==> config.mk <==
export PLATFORM = sky130hd
export DESIGN_NAME = regulator_set_a_voltage_regs
export DESIGN_NICKNAME = d
export VERILOG_FILES = /design/src/shared/regulator_set_a_pkg.sv /design/src/rtl/voltage_code_decoder.sv /design/src/rtl/regulator_set_a_voltage_regs.sv
export SDC_FILE = /design/constraint.sdc
export NUM_CORES = 1
export LEC_CHECK = 0
export BUFFER_PORTS_ARGS = -buffer_cell sky130_fd_sc_hd__clkbuf_2
export CAP_MARGIN = 20
export CORE_MARGIN = 2
export CORE_UTILIZATION = 30
export DETAILED_ROUTE_END_ITERATION = 10
export GPL_TIMING_DRIVEN = 0
export MAX_ROUTING_LAYER = met4
export PLACE_DENSITY_LB_ADDON = 0.1
export SETUP_SLACK_MARGIN = 0.4
export SKIP_LAST_GASP = 1
export SLEW_MARGIN = 20
export SYNTH_ARGS = -nofsm -noshare
export SYNTH_HDL_FRONTEND = slang
export SYNTH_SLANG_ARGS = --single-unit
export TNS_END_PERCENT = 10
==> constraint.sdc <==
create_clock -name clk -period 4.5 [get_ports clk]
set_input_delay 0.225 -clock clk [delete_from_list [all_inputs] [get_ports clk]]
set_output_delay 0.225 -clock clk [all_outputs]
set_load 0.01 [all_outputs]
==> src/shared/regulator_set_a_pkg.sv <==
package regulator_set_a_pkg;

  // ----------------------------------------------------------------
  // Register map
  // ----------------------------------------------------------------
  localparam logic [7:0] OFFSET_CORE1_BUCK   = 8'ha4;
  localparam logic [7:0] OFFSET_PROC_BUCK    = 8'ha5;
  localparam logic [7:0] OFFSET_MEM_BUCK     = 8'ha6;
  localparam logic [7:0] OFFSET_IO_BUCK      = 8'ha7;
  localparam logic [7:0] OFFSET_PERI_BUCK    = 8'ha8;
  localparam logic [7:0] OFFSET_LINEAR_THREE = 8'hab;
  localparam logic [7:0] OFFSET_LINEAR_SEVEN = 8'haf;
  localparam logic [7:0] OFFSET_LINEAR_EIGHT = 8'hb0;
  localparam logic [7:0] OFFSET_LINEAR_NINE  = 8'hb1;
  localparam logic [7:0] OFFSET_LINEAR_ELEV  = 8'hb3;

  localparam int REG_COUNT   = 10;
  localparam int DEC_COUNT   = 9;
  localparam int BUCK_COUNT  = 5;
  localparam int LDO_COUNT   = 4;

  localparam logic [3:0] IDX_CORE1   = 4'h0;
  localparam logic [3:0] IDX_PROC    = 4'h1;
  localparam logic [3:0] IDX_MEM     = 4'h2;
  localparam logic [3:0] IDX_IO      = 4'h3;
  localparam logic [3:0] IDX_PERI    = 4'h4;
  localparam logic [3:0] IDX_LDO3    = 4'h5;
  localparam logic [3:0] IDX_LDO7    = 4'h6;
  localparam logic [3:0] IDX_LDO8    = 4'h7;
  localparam logic [3:0] IDX_LDO9    = 4'h8;
  localparam logic [3:0] IDX_LDO11   = 4'h9;

  // ----------------------------------------------------------------
  // Field layout and reset values
  // ----------------------------------------------------------------
  localparam int SLEEP_BIT        = 7;
  localparam logic [6:0] WIDE_CODE_MASK  = 7'h7f;
  localparam logic [6:0] NARROW_CODE_MASK = 7'h3f;
  localparam logic [7:0] RESET_DEFAULT    = 8'h00;
  localparam logic [7:0] RESET_LINEAR_NINE = 8'h01;
  localparam logic [7:0] READ_UNMAPPED    = 8'h00;
  localparam logic [1:0] MODE_PER_SET     = 2'h0;
  localparam logic [1:0] MODE_SLEEP       = 2'h1;
  localparam logic [1:0] MODE_SYNC        = 2'h2;
  localparam logic [1:0] MODE_AUTO        = 2'h3;

  // ----------------------------------------------------------------
  // Voltage decode, levels and steps in mV
  // ----------------------------------------------------------------
  localparam logic [11:0] CORE_BASE_MV   = 12'h12c;  // 300
  localparam logic [11:0] PROC_BASE_MV   = 12'h212;  // 530
  localparam logic [11:0] WIDE_BASE_MV   = 12'h320;  // 800
  localparam logic [11:0] LDO3_BASE_MV   = 12'h384;  // 900
  localparam logic [11:0] LDO78_BASE_MV  = 12'h384;  // 900
  localparam logic [11:0] LDO9_BASE_MV   = 12'h3b6;  // 950
  localparam logic [11:0] LDO_TOP_MV     = 12'he10;  // 3600
  localparam logic [11:0] STEP_10_MV     = 12'h00a;
  localparam logic [11:0] STEP_20_MV     = 12'h014;
  localparam logic [11:0] STEP_50_MV     = 12'h032;
  localparam logic [6:0]  LDO78_FLAT_TOP = 7'h02;
  localparam logic [6:0]  LDO78_SAT_CODE = 7'h38;
  localparam logic [6:0]  LDO9_FIRST     = 7'h01;
  localparam logic [6:0]  LDO9_SAT_CODE  = 7'h38;

  typedef enum logic [5:0] {
    KIND_CORE  = 6'b000001,
    KIND_PROC  = 6'b000010,
    KIND_WIDE  = 6'b000100,
    KIND_LDO3  = 6'b001000,
    KIND_LDO78 = 6'b010000,
    KIND_LDO9  = 6'b100000
  } code_kind_t;

  typedef enum logic [3:0] {
    OP_UNSET = 4'b0001,
    OP_SLEEP = 4'b0010,
    OP_SYNC  = 4'b0100,
    OP_AUTO  = 4'b1000
  } buck_op_t;

  typedef struct packed {
    logic       write;
    logic       read;
    logic [7:0] addr;
    logic [7:0] wdata;
  } reg_req_t;

  typedef struct packed {
    buck_op_t    op;
    logic [11:0] mv;
  } buck_status_t;

  typedef struct packed {
    logic        sleep;
    logic        half_current;
    logic [11:0] mv;
  } ldo_status_t;

endpackage : regulator_set_a_pkg

==> src/rtl/voltage_code_decoder.sv <==
`timescale 1ns/1ps

module voltage_code_decoder
(
  input  wire regulator_set_a_pkg::code_kind_t kind,  // Encoding family
  input  wire logic [6:0]                      code,  // Masked voltage code
  output logic [11:0]                          mv     // Target in mV
);

  // ----------------------------------------------------------------
  // Linear code arithmetic
  // ----------------------------------------------------------------
  function automatic logic [11:0] linear_mv(input logic [11:0] base,
                                            input logic [11:0] step,
                                            input logic [6:0]  steps);
    linear_mv = base + 12'(12'(steps) * step);
  endfunction : linear_mv

  always_comb
  begin
    case (kind)
      regulator_set_a_pkg::KIND_CORE:
        mv = linear_mv(regulator_set_a_pkg::CORE_BASE_MV, regulator_set_a_pkg::STEP_10_MV,
                       code);
      regulator_set_a_pkg::KIND_PROC:
        mv = linear_mv(regulator_set_a_pkg::PROC_BASE_MV, regulator_set_a_pkg::STEP_10_MV,
                       code);
      regulator_set_a_pkg::KIND_WIDE:
        mv = linear_mv(regulator_set_a_pkg::WIDE_BASE_MV, regulator_set_a_pkg::STEP_20_MV,
                       code);
      regulator_set_a_pkg::KIND_LDO3:
        mv = linear_mv(regulator_set_a_pkg::LDO3_BASE_MV, regulator_set_a_pkg::STEP_20_MV,
                       code);
      regulator_set_a_pkg::KIND_LDO78:
      begin
        if (code <= regulator_set_a_pkg::LDO78_FLAT_TOP)
          mv = regulator_set_a_pkg::LDO78_BASE_MV;
        else if (code >= regulator_set_a_pkg::LDO78_SAT_CODE)
          mv = regulator_set_a_pkg::LDO_TOP_MV;
        else
          mv = linear_mv(regulator_set_a_pkg::LDO78_BASE_MV, regulator_set_a_pkg::STEP_50_MV,
                         code - regulator_set_a_pkg::LDO78_FLAT_TOP);
      end
      regulator_set_a_pkg::KIND_LDO9:
      begin
        // Same ladder as the 6-bit pair, floored; forbidden code zero lands on the floor
        if (code <= regulator_set_a_pkg::LDO78_FLAT_TOP)
          mv = regulator_set_a_pkg::LDO9_BASE_MV;
        else if (code >= regulator_set_a_pkg::LDO9_SAT_CODE)
          mv = regulator_set_a_pkg::LDO_TOP_MV;
        else
          mv = linear_mv(regulator_set_a_pkg::LDO78_BASE_MV, regulator_set_a_pkg::STEP_50_MV,
                         code - regulator_set_a_pkg::LDO78_FLAT_TOP);
      end
      default:
        mv = regulator_set_a_pkg::CORE_BASE_MV;
    endcase
  end

endmodule : voltage_code_decoder

==> src/rtl/regulator_set_a_voltage_regs.sv <==
`timescale 1ns/1ps

module regulator_set_a_voltage_regs
(
  input  wire logic                                  clk,            // 100 MHz clock
  input  wire logic                                  reset,          // Sync reset, high
  input  wire regulator_set_a_pkg::reg_req_t         reg_req,        // Register access
  output logic [7:0]                                 reg_rdata,      // Read data
  output logic                                       reg_rvalid,     // Read data valid
  output logic                                       reg_unmapped,   // Last access missed
  input  wire logic                                  set_a_selected, // A set in use
  input  wire logic [4:0][1:0]                       buck_mode,      // Buck mode fields
  output regulator_set_a_pkg::buck_status_t [4:0]    buck_status,    // Buck operation
  output regulator_set_a_pkg::ldo_status_t [3:0]     ldo_status,     // LDO3,7,8,9
  output logic                                       ldo11_sleep,    // LDO11 sleep
  output logic                                       ldo11_half,     // LDO11 half-current
  output logic                                       ldo9_code_fault // LDO9 code zero held
);

  // ----------------------------------------------------------------
  // Address decode
  // ----------------------------------------------------------------
  typedef struct packed {
    logic       hit;
    logic [3:0] idx;
  } decode_t;

  function automatic decode_t decode_addr(input logic [7:0] addr);
    decode_t d;
    d.hit = 1'b1;
    d.idx = regulator_set_a_pkg::IDX_CORE1;
    case (addr)
      regulator_set_a_pkg::OFFSET_CORE1_BUCK:   d.idx = regulator_set_a_pkg::IDX_CORE1;
      regulator_set_a_pkg::OFFSET_PROC_BUCK:    d.idx = regulator_set_a_pkg::IDX_PROC;
      regulator_set_a_pkg::OFFSET_MEM_BUCK:     d.idx = regulator_set_a_pkg::IDX_MEM;
      regulator_set_a_pkg::OFFSET_IO_BUCK:      d.idx = regulator_set_a_pkg::IDX_IO;
      regulator_set_a_pkg::OFFSET_PERI_BUCK:    d.idx = regulator_set_a_pkg::IDX_PERI;
      regulator_set_a_pkg::OFFSET_LINEAR_THREE: d.idx = regulator_set_a_pkg::IDX_LDO3;
      regulator_set_a_pkg::OFFSET_LINEAR_SEVEN: d.idx = regulator_set_a_pkg::IDX_LDO7;
      regulator_set_a_pkg::OFFSET_LINEAR_EIGHT: d.idx = regulator_set_a_pkg::IDX_LDO8;
      regulator_set_a_pkg::OFFSET_LINEAR_NINE:  d.idx = regulator_set_a_pkg::IDX_LDO9;
      regulator_set_a_pkg::OFFSET_LINEAR_ELEV:  d.idx = regulator_set_a_pkg::IDX_LDO11;
      default:                                  d.hit = 1'b0;
    endcase
    return d;
  endfunction : decode_addr

  function automatic logic [7:0] reset_value(input int idx);
    if (idx == int'(regulator_set_a_pkg::IDX_LDO9))
      reset_value = regulator_set_a_pkg::RESET_LINEAR_NINE;
    else
      reset_value = regulator_set_a_pkg::RESET_DEFAULT;
  endfunction : reset_value

  // ----------------------------------------------------------------
  // Storage
  // ----------------------------------------------------------------
  localparam int SLEEP_POS = regulator_set_a_pkg::SLEEP_BIT;
  logic [7:0] regs [regulator_set_a_pkg::REG_COUNT];
  decode_t    req_dec;

  assign req_dec = decode_addr(reg_req.addr);

  // Whole bytes are stored, reserved bits included, so they read back as written
  always_ff @(posedge clk)
  begin
    if (reset)
    begin
      for (int i = 0; i < regulator_set_a_pkg::REG_COUNT; i++)
        regs[i] <= reset_value(i);
    end
    else if (reg_req.write && req_dec.hit)
    begin
      regs[req_dec.idx] <= reg_req.wdata;
    end
  end

  // ----------------------------------------------------------------
  // Read port
  // ----------------------------------------------------------------
  always_ff @(posedge clk)
  begin
    if (reset)
    begin
      reg_rdata  <= regulator_set_a_pkg::READ_UNMAPPED;
      reg_rvalid <= 1'b0;
    end
    else
    begin
      reg_rvalid <= reg_req.read;
      if (reg_req.read)
        reg_rdata <= req_dec.hit ? regs[req_dec.idx] : regulator_set_a_pkg::READ_UNMAPPED;
    end
  end

  always_ff @(posedge clk)
  begin
    if (reset)
      reg_unmapped <= 1'b0;
    else if (reg_req.read || reg_req.write)
      reg_unmapped <= !req_dec.hit;
  end

  // ----------------------------------------------------------------
  // Voltage code decode
  // ----------------------------------------------------------------
  function automatic regulator_set_a_pkg::code_kind_t kind_of(input int idx);
    case (idx)
      0:       kind_of = regulator_set_a_pkg::KIND_CORE;
      1:       kind_of = regulator_set_a_pkg::KIND_PROC;
      2, 3, 4: kind_of = regulator_set_a_pkg::KIND_WIDE;
      5:       kind_of = regulator_set_a_pkg::KIND_LDO3;
      6, 7:    kind_of = regulator_set_a_pkg::KIND_LDO78;
      default: kind_of = regulator_set_a_pkg::KIND_LDO9;
    endcase
  endfunction : kind_of

  // Six-bit fields drop the reserved bit 6 before decoding
  function automatic logic [6:0] code_of(input int idx, input logic [7:0] value);
    if (idx > int'(regulator_set_a_pkg::IDX_LDO3))
      code_of = value[6:0] & regulator_set_a_pkg::NARROW_CODE_MASK;
    else
      code_of = value[6:0] & regulator_set_a_pkg::WIDE_CODE_MASK;
  endfunction : code_of

  logic [11:0] next_mv [regulator_set_a_pkg::DEC_COUNT];

  for (genvar g = 0; g < regulator_set_a_pkg::DEC_COUNT; g++)
  begin : g_dec
    voltage_code_decoder i_voltage_code_decoder
    (
      .kind (kind_of(g)),
      .code (code_of(g, regs[g])),
      .mv   (next_mv[g])
    );
  end

  // ----------------------------------------------------------------
  // Buck operating mode
  // ----------------------------------------------------------------
  function automatic regulator_set_a_pkg::buck_op_t buck_op(input logic [1:0] mode,
                                                           input logic       sleep_sel,
                                                           input logic       a_sel);
    case (mode)
      regulator_set_a_pkg::MODE_PER_SET:
        if (!a_sel)
          buck_op = regulator_set_a_pkg::OP_UNSET;
        else if (sleep_sel)
          buck_op = regulator_set_a_pkg::OP_SLEEP;
        else
          buck_op = regulator_set_a_pkg::OP_SYNC;
      regulator_set_a_pkg::MODE_SLEEP: buck_op = regulator_set_a_pkg::OP_SLEEP;
      regulator_set_a_pkg::MODE_SYNC:  buck_op = regulator_set_a_pkg::OP_SYNC;
      regulator_set_a_pkg::MODE_AUTO:  buck_op = regulator_set_a_pkg::OP_AUTO;
      default:                         buck_op = regulator_set_a_pkg::OP_UNSET;
    endcase
  endfunction : buck_op

  logic core1_buck_sleep_sel_a;
  logic processor_buck_sleep_sel_a;
  logic memory_buck_sleep_sel_a;
  logic io_buck_sleep_sel_a;
  logic peripheral_buck_sleep_sel_a;
  logic [4:0] buck_sleep_sel;

  assign core1_buck_sleep_sel_a      = regs[regulator_set_a_pkg::IDX_CORE1][SLEEP_POS];
  assign processor_buck_sleep_sel_a  = regs[regulator_set_a_pkg::IDX_PROC][SLEEP_POS];
  assign memory_buck_sleep_sel_a     = regs[regulator_set_a_pkg::IDX_MEM][SLEEP_POS];
  assign io_buck_sleep_sel_a         = regs[regulator_set_a_pkg::IDX_IO][SLEEP_POS];
  assign peripheral_buck_sleep_sel_a = regs[regulator_set_a_pkg::IDX_PERI][SLEEP_POS];
  assign buck_sleep_sel = {peripheral_buck_sleep_sel_a, io_buck_sleep_sel_a,
                           memory_buck_sleep_sel_a, processor_buck_sleep_sel_a,
                           core1_buck_sleep_sel_a};

  always_ff @(posedge clk)
  begin
    if (reset)
    begin
      for (int b = 0; b < regulator_set_a_pkg::BUCK_COUNT; b++)
      begin
        buck_status[b].op <= regulator_set_a_pkg::OP_UNSET;
        buck_status[b].mv <= regulator_set_a_pkg::CORE_BASE_MV;
      end
    end
    else
    begin
      buck_status[0].op <= buck_op(buck_mode[0], buck_sleep_sel[0], set_a_selected);
      buck_status[1].op <= buck_op(buck_mode[1], buck_sleep_sel[1], set_a_selected);
      buck_status[2].op <= buck_op(buck_mode[2], buck_sleep_sel[2], set_a_selected);
      buck_status[3].op <= buck_op(buck_mode[3], buck_sleep_sel[3], set_a_selected);
      buck_status[4].op <= buck_op(buck_mode[4], buck_sleep_sel[4], set_a_selected);
      for (int b = 0; b < regulator_set_a_pkg::BUCK_COUNT; b++)
        buck_status[b].mv <= next_mv[b];
    end
  end

  // ----------------------------------------------------------------
  // Linear regulator controls
  // ----------------------------------------------------------------
  logic linear_three_sleep_sel_a;
  logic linear_seven_sleep_sel_a;
  logic linear_eight_sleep_sel_a;
  logic linear_nine_sleep_sel_a;
  logic linear_eleven_sleep_sel_a;
  logic [3:0] ldo_sleep_sel;

  assign linear_three_sleep_sel_a  = regs[regulator_set_a_pkg::IDX_LDO3][SLEEP_POS];
  assign linear_seven_sleep_sel_a  = regs[regulator_set_a_pkg::IDX_LDO7][SLEEP_POS];
  assign linear_eight_sleep_sel_a  = regs[regulator_set_a_pkg::IDX_LDO8][SLEEP_POS];
  assign linear_nine_sleep_sel_a   = regs[regulator_set_a_pkg::IDX_LDO9][SLEEP_POS];
  assign linear_eleven_sleep_sel_a = regs[regulator_set_a_pkg::IDX_LDO11][SLEEP_POS];
  assign ldo_sleep_sel = {linear_nine_sleep_sel_a, linear_eight_sleep_sel_a,
                          linear_seven_sleep_sel_a, linear_three_sleep_sel_a};

  // Controls apply only while set A is in use; otherwise both stay low
  always_ff @(posedge clk)
  begin
    if (reset)
    begin
      for (int l = 0; l < regulator_set_a_pkg::LDO_COUNT; l++)
      begin
        ldo_status[l].sleep        <= 1'b0;
        ldo_status[l].half_current <= 1'b0;
        ldo_status[l].mv           <= regulator_set_a_pkg::LDO3_BASE_MV;
      end
      ldo11_sleep <= 1'b0;
      ldo11_half  <= 1'b0;
    end
    else
    begin
      for (int l = 0; l < regulator_set_a_pkg::LDO_COUNT; l++)
      begin
        ldo_status[l].sleep        <= set_a_selected && ldo_sleep_sel[l];
        ldo_status[l].half_current <= set_a_selected && !ldo_sleep_sel[l];
        ldo_status[l].mv           <= next_mv[regulator_set_a_pkg::BUCK_COUNT + l];
      end
      ldo11_sleep <= set_a_selected && linear_eleven_sleep_sel_a;
      ldo11_half  <= set_a_selected && !linear_eleven_sleep_sel_a;
    end
  end

  // Flags a forbidden code zero; the decoder clamps it to the lowest step meanwhile
  always_ff @(posedge clk)
  begin
    if (reset)
      ldo9_code_fault <= 1'b0;
    else
      ldo9_code_fault <= (code_of(int'(regulator_set_a_pkg::IDX_LDO9),
                                  regs[regulator_set_a_pkg::IDX_LDO9]) == 7'h00);
  end

endmodule : regulator_set_a_voltage_regs

# After elaboration in Yosys (flattened, before gate mapping)
# Memory sizes are Yosys's and may differ from the RTL's.
# Index checks and enable logic that the tools add are counted.
# W data, S select, Z words.
# word_totals
elab_cells	150
ramBits	80
output_inout_bits	149
n_memories	1
regBits	149
input_bits	31
# mem_list
memory	depth	width	rd	rd_ports_with_merged_regs	write_ports	line_no	source
regs	10	8	11	0	10	regulator_set_a_voltage_regs.sv:59	logic [7:0] regs [regulator_set_a_pkg::REG_COUNT];
# classes
muxes	33
addsub	12
n_lt_le_gt_ge	6
multipliers	9
reduce_logical	32
n_eq_ne	25
# ops
cell	n
$add A10 B12 Y12 const A	7
$eq A8 B8 Y1 const B	10
$pmux W4 S4	5
$mul A7 B3 Y10 const B	6
$mux W12	3
$pmux W4 S9	1
$mul A7 B5 Y11 const B	3
$mux W8	4
$mux W3	10
$sub A6 B2 Y7 const B	3
$eq A2 B2 Y1 const B	10
$ge A6 B6 Y1 const B	3
$le A6 B2 Y1 const B	3
$add A10 B11 Y12 const A	1
$add A9 B11 Y12 const A	1
$logic_and A1 B1 Y1	11
$eq A2 B1 Y1 const B	5
$logic_not A2 Y1	5
$reduce_or A10 Y1	1
$reduce_or A3 Y1	3
$reduce_or A8 Y1	1
$logic_not A7 Y1	1
$mux W1	7
$mux W7	1
other kinds (5)	12

# Depth between registers and ports, before layout
# Gate-level depths: netlist (run 1).
# depth
ltp_word	9
mapped_depth	17
ltp_nobuf	16

# Modules after synthesis
# Synthesis (run 1) repeated with hierarchy kept, for this count alone.
# unflattened
cells_unflattened	3396
area_unflattened_um2	27550.2
# by_module_without_submodules
mod	instances	area_each_um2	cells_per_inst	seq_area_each_um2
voltage_code_decoder at g_dec[2].i_voltage_code_decoder ...	4	2134.5	293	0.0
regulator_set_a_voltage_regs	1	8129.0	731	5415.2
voltage_code_decoder at g_dec[0].i_voltage_code_decoder ...	2	2180.8	293	0.0
voltage_code_decoder at g_dec[1].i_voltage_code_decoder	1	2248.4	319	0.0
voltage_code_decoder at g_dec[8].i_voltage_code_decoder	1	2154.6	296	0.0
voltage_code_decoder at g_dec[3].i_voltage_code_decoder	1	2118.3	292	0.0

# Worst setup path before layout (run 1)
# OpenSTA, ideal clock, no wires.
# synth_timing
kind	register to register
start	memory regs[7][1]
end	register ldo_status[39] in the netlist's numbering
n_path_buf	2
t_arrival_ns	3.789
period_less_slack_ns	3.928
required_ns	4.361
setup_ns	0.139
path_stages_with_launch	18
setup_slack_ns	0.572
path_cell_list	edfxtp_1 > clkbuf_1 > inv_1 > ha_1 > clkbuf_1 > xor2_1 > ha_1 > ha_1 > inv_1 > fa_1 > inv_1 > ha_1 > and3_1 > o21a_1 > o21ai_0 > a2bb2oi_1 > xnor2_1 > a21oi_1
# synth_rtl
element	line_no	source
from (decl)	regulator_set_a_voltage_regs.sv:59	
to (decl)	regulator_set_a_voltage_regs.sv:14	output regulator_set_a_pkg::ldo_status_t [3:0] ldo_status,

==> results of run 1 <==
-- worst reg2reg max path: stages (launching register included) --
cell,delay [ns]
edfxtp_1,0.47
inv_2,0.20
ha_4,0.22
xor2_2,0.24
ha_1,0.28
ha_1,0.27
inv_1,0.05
fa_1,0.50
inv_1,0.05
ha_1,0.35
and3_1,0.21
o21ai_0,0.22
mux2_2,0.37
o32ai_1,0.14
xnor2_1,0.16
a21oi_1,0.08
-- how the worst max path moves through the flow --
stage	end	depth (start not counted)	start	slack, ns
finish	ldo_status[53]	15	regs[8][1]	0.57
floorplan	ldo_status[39]	17	regs[7][1]	0.57
global placement	ldo_status[39]	17	regs[7][1]	-0.08
CTS	ldo_status[25]	16	regs[6][1]	0.33
global route	ldo_status[25]	16	regs[6][1]	0.35
detailed placement	ldo_status[39]	17	regs[7][1]	-0.07
-- state kept, by name, summed over array words and instances (netlist names) --
| name | cells |
|---|---|
| ldo_status | 51 |
| reg_rvalid | 1 |
| reg_rdata | 8 |
| reg_unmapped | 1 |
| ldo11_half | 1 |
| ldo11_sleep | 1 |
| ldo9_code_fault | 1 |
| buck_status | 72 |
| regs | 80 |
-- synth_stat cells (all sizes together), types with 4 or more instances --
cell type,n
xnor2,50
edfxtp,80
a21o,23
inv,91
o21bai,9
xor2,46
or3,9
nand4,4
a21boi,4
o31ai,7
nor3b,10
o211ai,7
mux2,6
nor2,94
o21a,9
a221oi,6
and2,67
a22o,4
clkbuf,22
nand2b,31
nand3,29
nor2b,30
fa,12
o22ai,9
or2,21
and3,15
nand2,62
nor3,45
a211oi,17
buf,25
o21ai,39
a32o,6
mux2i,8
a2111oi,5
a31oi,9
a21oi,56
nand3b,4
ha,140
dfxtp,136
-- layout make-up --
type | instances | area (sq um) | share of cell area [%]
inverters | 91 | 342 | 2.20
clock buffers | 46 | 977 | 6.29
repair buffers | 178 | 966 | 6.22
diodes | 1 | 2.50 | 0.0161
multi-input cells | 945 | 7110 | 45.8
clock inverters | 6 | 80.1 | 0.515
plain buffers | 47 | 258 | 1.66
flip-flops and latches | 216 | 5120 | 33.0
well taps | 539 | 674 | 4.34
-- power by group through the flow --
stage                     clock network, mW  registers (mW)  logic (mW)
after floorplan                           0            2.45        1.22
after global placement                    0            2.40        1.81
after detailed placement                  0            2.40        1.80
after CTS                              2.55            2.36        1.83
after global routing                   2.63            2.38        2.08
final                                  2.48            2.36        1.85
-- through the flow --
| stage | power (mW) | setup slack [ns] | cell area [sq um] | TNS [ns] | util [%] |
|---|---|---|---|---|---|
| final | 6.69 | 0.569 | 15500 | 0 | 37.1 |
| after floorplan | 3.67 | 0.572 | 12700 | 0 | - |
| after global placement | 4.21 | -0.0838 | 14200 | -0.0838 | 34.0 |
| after detailed placement | 4.20 | -0.0701 | 14200 | -0.0701 | 34.0 |
| after CTS | 6.74 | 0.326 | 15400 | 0 | 36.9 |
| after global routing | 7.09 | 0.349 | 15500 | 0 | 37.1 |
-- layer usage --
metal	GRT usage, %	part of all wire [%]
met3	2.33	4.6
met1	25.1	50
met5	-	0
met2	26.9	44
met4	4.33	2.0
-- cell families after synthesis --
group	count (synthesis)	share of synthesized area, %
fa+ha+maj	153	15.8
simple gates	435	18.4
other cells	1	0.0296
xor+xnor	99	7.22
buf+inv	138	4.66
flops	216	40.4
mux	14	1.16
compound gates	230	12.3
-- timing repair --
action,4_1_cts,5_1_grt
pin swaps,0,1
hold endpoints to repair,15,0
gates resized for setup,7,20
hold buffers,15,0
endpoints found under the setup margin,9,9
gates cloned,0,0
==> impl_metrics.toml, run 1 <==
[global_routing]
grt_max_degree = 14
grt_pass1_vias = 9746
antenna_found_initial = 0
grt_overflow = 0
groute.usage.overall_pct = 17.7
grt_pass1_wl_um = 57900

[power]
power.share.sequential_pct = 35.2
p_sw_mw = 2.03
internal-power_mw = 4.66
switching_share_pct = 30.4
combPwrFrac_pct = 27.7
vdd_ir_drop_max_v = 0.000205
powerDensity_nw_per_um2 = 431
clkPwrFrac_pct = 37.1
leakagePower_nw = 6.88

[cts]
htreeDepth = 1
clk_pin_slew_ns = 0.06
post_cts_buffers = 0
cts_tree = "yes"
clock-sinks = 216
root_buffer = "clkbuf_16"
ctsLongestPathBuffers = 3
clk_latency_ns = 0.57
cts_buffers = 28

[logic_synthesis]
yosys.area.top_type = "dfxtp_1"
ys_seq_elements = 216
async_flop_share_pct = 0
seq_area_frac_synth_pct = 40.4
synth-edff-count = 80
yosysWarnings = 0
syn_inst = 1286
syn_area_per_cell_sq_um = 9.86
syn_area_sq_um = 12700
yosysUniqueCellTypes = 77
synth-main-ff-cell = "dfxtp_1"
ys_top_cells_by_area = "dfxtp_1 (21%), edfxtp_1 (19%), ha_1 (14%), xnor2_1 (3.5%), and2_1 (3.3%)"
synth_top_area_share_pct = 21.5

[setup_path]
worst-path-max-fanout = 7
cp.required_ns = 4.94
crit_buf_inv = 3
ff2ff_setup_slack_ns = 0.57
rr_startpoint = "regs[8][1]"
r2r_cells = 15
cp.arrival_ns = 4.37
criticalPathCategory = "reg -> reg"
critPathMaxStageDelay_ns = 0.50
slowest_stage = "fa_1"
r2r-end = "ldo_status[53]"
path_cells = "inv_2, ha_4, xor2_2, ha_1, ha_1, inv_1, fa_1, inv_1, ha_1, and3_1, o21ai_0, mux2_2, o32ai_1, xnor2_1, a21oi_1"
critPathLaunchType = "register"
worstSetupEndpointType = "register"
crit_top_cell = "ha_1"
crit_family = "adder cells"

[min_path]
hold_path_class = "in -> reg"
worstHoldEndpoint = "reg_unmapped"
hold_start = "reg_req[17]"
whs_path_depth = 3

[sta]
min_period_ns = 3.93
slew-limit-headroom_pct = 32.7
worst_pin_slew_ns = 1.01
holdWs_ns = 0.0313
setup_viol = 0
fin_worst_skew_ns = 0.0186
slew_violations = 0
hold_viol_final = 0
min_period_over_period_pct = 87.4
rsz0062_at_grt = "yes"
max_freq_mhz = 254

[finish]
final-instance-count-excl-fill = 2069
syn2layout_area_growth_pct = 22.5
final_common_cell = "clkbuf_2"
final_cell_mix = "clkbuf_2 (163), ha_1 (137), dfxtp_1 (136)"
fillers = 4323
fin_nets = 1690
drive_gt1_share_pct = 19.5

[floorplanning]
dieArea_sq_um = 43900
core_area_sq_um = 41900
start_util_pct = 30.3
rows = 75
die_w_um = 210
die_h_um = 210
io_pins = 180

[status]
outcome = "complete, no violations"

[placed_design]
dp.cells = 2001
gp_congestion = 0.837
dp_hpwl_um = 29100
io_buffers = 163

[route]
avgViaCountPerCell = 4.78
post-route-drc-count = 0
first_pass_iters = 5
wl_um = 38300
ant_nets = 0
wl_per_cell_um = 18.5
initialDrtViolationCount = 659
vias = 9890

[run]
drv_cap = 0
Power figures use the tool's default switching activity.
==> inputs of run 2 (changes only) <==
--- a/config.mk
+++ b/config.mk
@@ -10,7 +10,6 @@
 export CORE_MARGIN = 2
 export CORE_UTILIZATION = 30
 export DETAILED_ROUTE_END_ITERATION = 10
-export GPL_TIMING_DRIVEN = 0
 export MAX_ROUTING_LAYER = met4
 export PLACE_DENSITY_LB_ADDON = 0.1
 export SETUP_SLACK_MARGIN = 0.4
==> constraint.sdc (replaced) <==
create_clock -name clk -period 4 [get_ports clk]
set_input_delay 0.2 -clock clk [delete_from_list [all_inputs] [get_ports clk]]
set_output_delay 0.2 -clock clk [all_outputs]
set_load 0.01 [all_outputs]
==> impl_metrics.toml, run 2 (synthesized netlist as in run 1, its figures left out) <==
[sta]
setup-tns-final_ns = 0
slew_violations = 0
fin_worst_skew_ns = 0.0131
min_period_over_period_pct = 86.5
setup_viol = 0
slew-limit-headroom_pct = 27.7
hold_viol_final = 0
max_freq_mhz = 289
min_period_ns = 3.46
worst_pin_slew_ns = 1.08
rsz0062_at_grt = "yes"

[finish]
diodes = 0
final_area_sq_um = 15600
final_common_cell = "clkbuf_2"
multi_input_comb_area_sq_um = 7230
seqCellArea_sq_um = 5120
largest_register_ffs = 80
final_cell_mix = "clkbuf_2 (165), dfxtp_1 (136), ha_1 (133)"
fillers = 4289
fin_nets = 1692
reg_top3 = "regs: 80 flops, buck_status: 72 flops, ldo_status: 51 flops"
largest-register = "regs"
syn2layout_area_growth_pct = 23.0
drive_gt1_share_pct = 21.8

[min_path]
hold_path_class = "in -> reg"

[power]
power.share.sequential_pct = 36.6
switching_share_pct = 31.9
clkPwrFrac_pct = 34.0
internal-power_mw = 4.91
powerDensity_nw_per_um2 = 462
p_sw_mw = 2.30
vdd_ir_drop_max_v = 0.000256
combPwrFrac_pct = 29.4
leakagePower_nw = 6.90

[run]
drv_cap = 0

[floorplanning]
io_pins = 180
core_area_sq_um = 41900
die_h_um = 210
dieArea_sq_um = 43900
rows = 75
start_util_pct = 30.3
die_w_um = 210

[cts]
ctsLongestPathBuffers = 3
cts_tree = "yes"
clock-sinks = 216
root_buffer = "clkbuf_16"
cts_buffers = 28
clk_pin_slew_ns = 0.06
htreeDepth = 1
clk_latency_ns = 0.57

[global_routing]
use_met2_pct = 24.8
grt_busiest_layer = "met2"
grt_overflow = 0
grt_util_met3_pct = 2.26
grtUsageMet1_pct = 23.4
groute.usage.overall_pct = 16.4
grt_pass1_wl_um = 55100
grt_max_degree = 49
grt_pass1_vias = 9593
antenna_found_initial = 0

[placed_design]
gp_congestion = 0.811
dpl-instance-area_sq_um = 14200
io_buffers = 166
dp_hpwl_um = 27000

[route]
initialDrtViolationCount = 541
first_pass_iters = 5
ant_nets = 0
wl_per_cell_um = 17.2
vias = 9921
wl_um = 35600
avgViaCountPerCell = 4.80
post-route-drc-count = 0

[setup_path]
critPathLaunchType = "register"
cp.arrival_ns = 3.90
criticalPathCategory = "reg -> reg"
cp.required_ns = 4.44
critPathMaxStageDelay_ns = 0.49
worstSetupEndpointType = "register"
path_cells = "buf_4, xor2_4, ha_1, ha_1, inv_1, fa_1, inv_1, ha_4, a21o_1, o21ai_1, mux2_2, nor2_1, xnor2_1, a21oi_1"
ff2ff_setup_slack_ns = 0.54
slowest_stage = "fa_1"
worst-path-max-fanout = 5

[status]
outcome = "complete, no violations"
run 2: area by class of cell:
type	instances	area share, %
multi-input combinational	945	46.3
tap	539	4.32
inverter	91	2.19
sequential	216	32.9
timing repair buffer	227	8.57
clock buffer	36	4.90
clock inverter	15	0.842
run 2: worst max-delay path: cells and delay by family, from the launching register on:
family          cells  cell delay (ns)
fa+ha+maj           4             1.32
flops               1             0.47
compound gates      3             0.41
mux                 1             0.37
buf+inv             3             0.31
xor+xnor            2             0.31
simple gates        1             0.14
run 2: path summary, 6_finish.rpt:
| path | start | end | depth (start not counted) |
|---|---|---|---|
| max reg2reg | regs[8][3] | ldo_status[52] | 14 |
| min reg2reg | reg_rdata[6] | reg_rdata[6] | 2 |
| max | regs[8][3] | ldo_status[52] | 14 |
| min | reg_req[6] | regs[2][6] | 2 |
run 2: timing repair:
action                                 CTS  global route
pin swaps                                0             5
setup endpoints to repair                6             9
hold buffers                            18             0
setup buffers                            5            11
endpoints found under the hold margin   24             0
resized for setup                        7            25
run 2: per-stage QoR:
stage	utilization [%]	worst slack [ns]	hold slack, ns	power [mW]	cells
3_3_place_gp	34.0	0.253	0.431	4.72	1984
4_1_cts	36.8	0.367	0.112	7.25	2058
3_5_place_dp	34.0	0.180	0.431	4.70	1984
5_1_grt	37.3	0.353	0.114	7.68	2069
6_report	37.3	0.538	0.118	7.21	2069
2_1_floorplan	-	0.333	0.279	4.14	1299
run 2: per-layer routing:
layer	up-vias	share of wire [%]	wire length (um)
met5	-	0	0
met4	0	1.7	616
met3	41	4.6	1640
met2	230	44	15600
met1	4707	50	17700
li1	4943	-	-
run 2: power by group through the flow:
| stage | clock network, mW | logic, mW | registers, mW |
|---|---|---|---|
| after CTS | 2.55 | 2.05 | 2.65 |
| after floorplan | 0 | 1.38 | 2.76 |
| after global routing | 2.62 | 2.39 | 2.67 |
| after detailed placement | 0 | 2.01 | 2.70 |
| after global placement | 0 | 2.03 | 2.70 |
| final | 2.45 | 2.12 | 2.64 |
==> inputs of run 3 (changes only) <==
--- a/config.mk
+++ b/config.mk
@@ -5,7 +5,7 @@
 export SDC_FILE = /design/constraint.sdc
 export NUM_CORES = 1
 export LEC_CHECK = 0
-export BUFFER_PORTS_ARGS = -buffer_cell sky130_fd_sc_hd__clkbuf_2
+export BUFFER_PORTS_ARGS = -buffer_cell sky130_fd_sc_hd__buf_2
 export CAP_MARGIN = 20
 export CORE_MARGIN = 2
 export CORE_UTILIZATION = 30
==> impl_metrics.toml, run 3 (synthesized netlist as in run 1, its figures left out) <==
[route]
wl_um = 35400
ant_nets = 0
vias = 9805
avgViaCountPerCell = 4.75
wl_per_cell_um = 17.2
initialDrtViolationCount = 534
post-route-drc-count = 0
first_pass_iters = 5

[sta]
hold_viol_final = 0
holdWs_ns = 0.0961
rsz0062_at_grt = "yes"
setup_viol = 0
max_freq_mhz = 287
slew_violations = 0
min_period_ns = 3.48
setup-tns-final_ns = 0
min_period_over_period_pct = 87.1
fin_worst_skew_ns = 0.0155
worst_pin_slew_ns = 1.05
slew-limit-headroom_pct = 29.8
fin_ws_ns = 0.517

[global_routing]
grt_pass1_vias = 9611
grt_max_degree = 62
groute.usage.overall_pct = 16.3
grt_overflow = 0
grt_pass1_wl_um = 54600
antenna_found_initial = 1

[power]
powerDensity_nw_per_um2 = 466
total_power_mw = 7.30
vdd_ir_drop_max_v = 0.000305
leakagePower_nw = 6.91

[setup_path]
rr_startpoint = "regs[7][2]"
r2r-end = "ldo_status[39]"
cp.required_ns = 4.41
cp.arrival_ns = 3.90
criticalPathCategory = "reg -> reg"
path_cells = "inv_2, ha_4, xor2_4, ha_1, ha_1, inv_1, fa_1, inv_1, ha_2, and3_4, o21a_4, mux2i_2, a2bb2oi_2, xnor2_1, a21oi_1"
critPathMaxStageDelay_ns = 0.49
r2r_cells = 15
worstSetupEndpointType = "register"
worst-path-max-fanout = 5
ff2ff_setup_slack_ns = 0.52
critPathLaunchType = "register"
slowest_stage = "fa_1"

[finish]
fin_nets = 1686
final_common_cell = "buf_2"
fillers = 4279
largest_register_ffs = 80
syn2layout_area_growth_pct = 23.4
largest-register = "regs"
drive_gt1_share_pct = 22.2
final_cell_mix = "buf_2 (165), dfxtp_1 (136), ha_1 (131)"
reg_top3 = "regs: 80 flops, buck_status: 72 flops, ldo_status: 51 flops"
post-route-util_pct = 37.4

[floorplanning]
rows = 75
core_area_sq_um = 41900
start_util_pct = 30.3
die_h_um = 210
dieArea_sq_um = 43900
io_pins = 180
die_w_um = 210

[placed_design]
gp_congestion = 0.812
io_buffers = 166
dp_hpwl_um = 26800
dpl_worst_slack_ns = 0.205

[cts]
htreeDepth = 1
cts_buffers = 27
clk_latency_ns = 0.57
cts_tree = "yes"
root_buffer = "clkbuf_16"
ctsLongestPathBuffers = 3
clk_pin_slew_ns = 0.06
clock-sinks = 216

[min_path]
hold_start = "reg_req[6]"
hold_path_class = "in -> reg"
whs_path_depth = 2
worstHoldEndpoint = "regs[2][6]"

[run]
drv_cap = 0

[status]
outcome = "complete, no violations"
## run 3: how the worst max path moves through the flow
stage               start             end  slack [ns]
2_1_floorplan  regs[7][1]  ldo_status[39]        0.33
3_3_place_gp   regs[8][1]  ldo_status[53]        0.26
3_5_place_dp   regs[8][1]  ldo_status[53]        0.20
4_1_cts        regs[6][1]  ldo_status[25]        0.37
5_1_grt        regs[7][2]  ldo_status[39]        0.35
6_report       regs[7][2]  ldo_status[39]        0.52
## run 3: through the flow
step	instance area, sq um	cells
6_report	15600	2064
4_1_cts	15300	2051
2_1_floorplan	12800	1299
3_5_place_dp	14200	1981
3_3_place_gp	14200	1981
5_1_grt	15600	2064
## run 3: where the power goes
part	internal [mW]	leakage [nW]	total, mW	switching, mW
Combinational	0.997	4.58	2.18	1.18
Clock	1.49	0.449	2.48	0.991
Sequential	2.53	1.89	2.64	0.110
Total	5.01	6.91	7.30	2.28
## run 3: per-layer routing
layer	part of all wire (%)	vias up	GRT usage, %
met2	44	191	24.8
met4	1.8	0	3.96
met3	4.2	38	2.09
met5	0	-	-
met1	50	4651	23.0
li1	-	4925	-
## run 3: cell type report
type | instances | area, sq um | area share [%]
Multi-Input combinational cell | 945 | 7300 | 46.6
Sequential cell | 216 | 5120 | 32.8
Timing Repair Buffer | 222 | 1290 | 8.27
Clock buffer | 38 | 778 | 4.97
Tap cell | 539 | 674 | 4.31
Inverter | 91 | 342 | 2.18
Clock inverter | 12 | 131 | 0.840
Antenna cell | 1 | 2.50 | 0.0160
## run 3: repair_timing
| action | in CTS | in global routing |
|---|---|---|
| hold buffers | 17 | 0 |
| endpoints found under the hold margin | 20 | 0 |
| gates cloned | 0 | 0 |
| endpoints found under the setup margin | 7 | 10 |
| pin swaps | 1 | 10 |
| setup buffers | 3 | 11 |
| resized for setup | 5 | 41 |
## run 3: worst max-delay path, delay by kind of cell, from the launching register on
family	cells	cell delay, ns
simple gates	1	0.21
compound gates	3	0.32
flops	1	0.42
xor+xnor	2	0.36
buf+inv	3	0.21
mux	1	0.24
fa+ha+maj	5	1.56
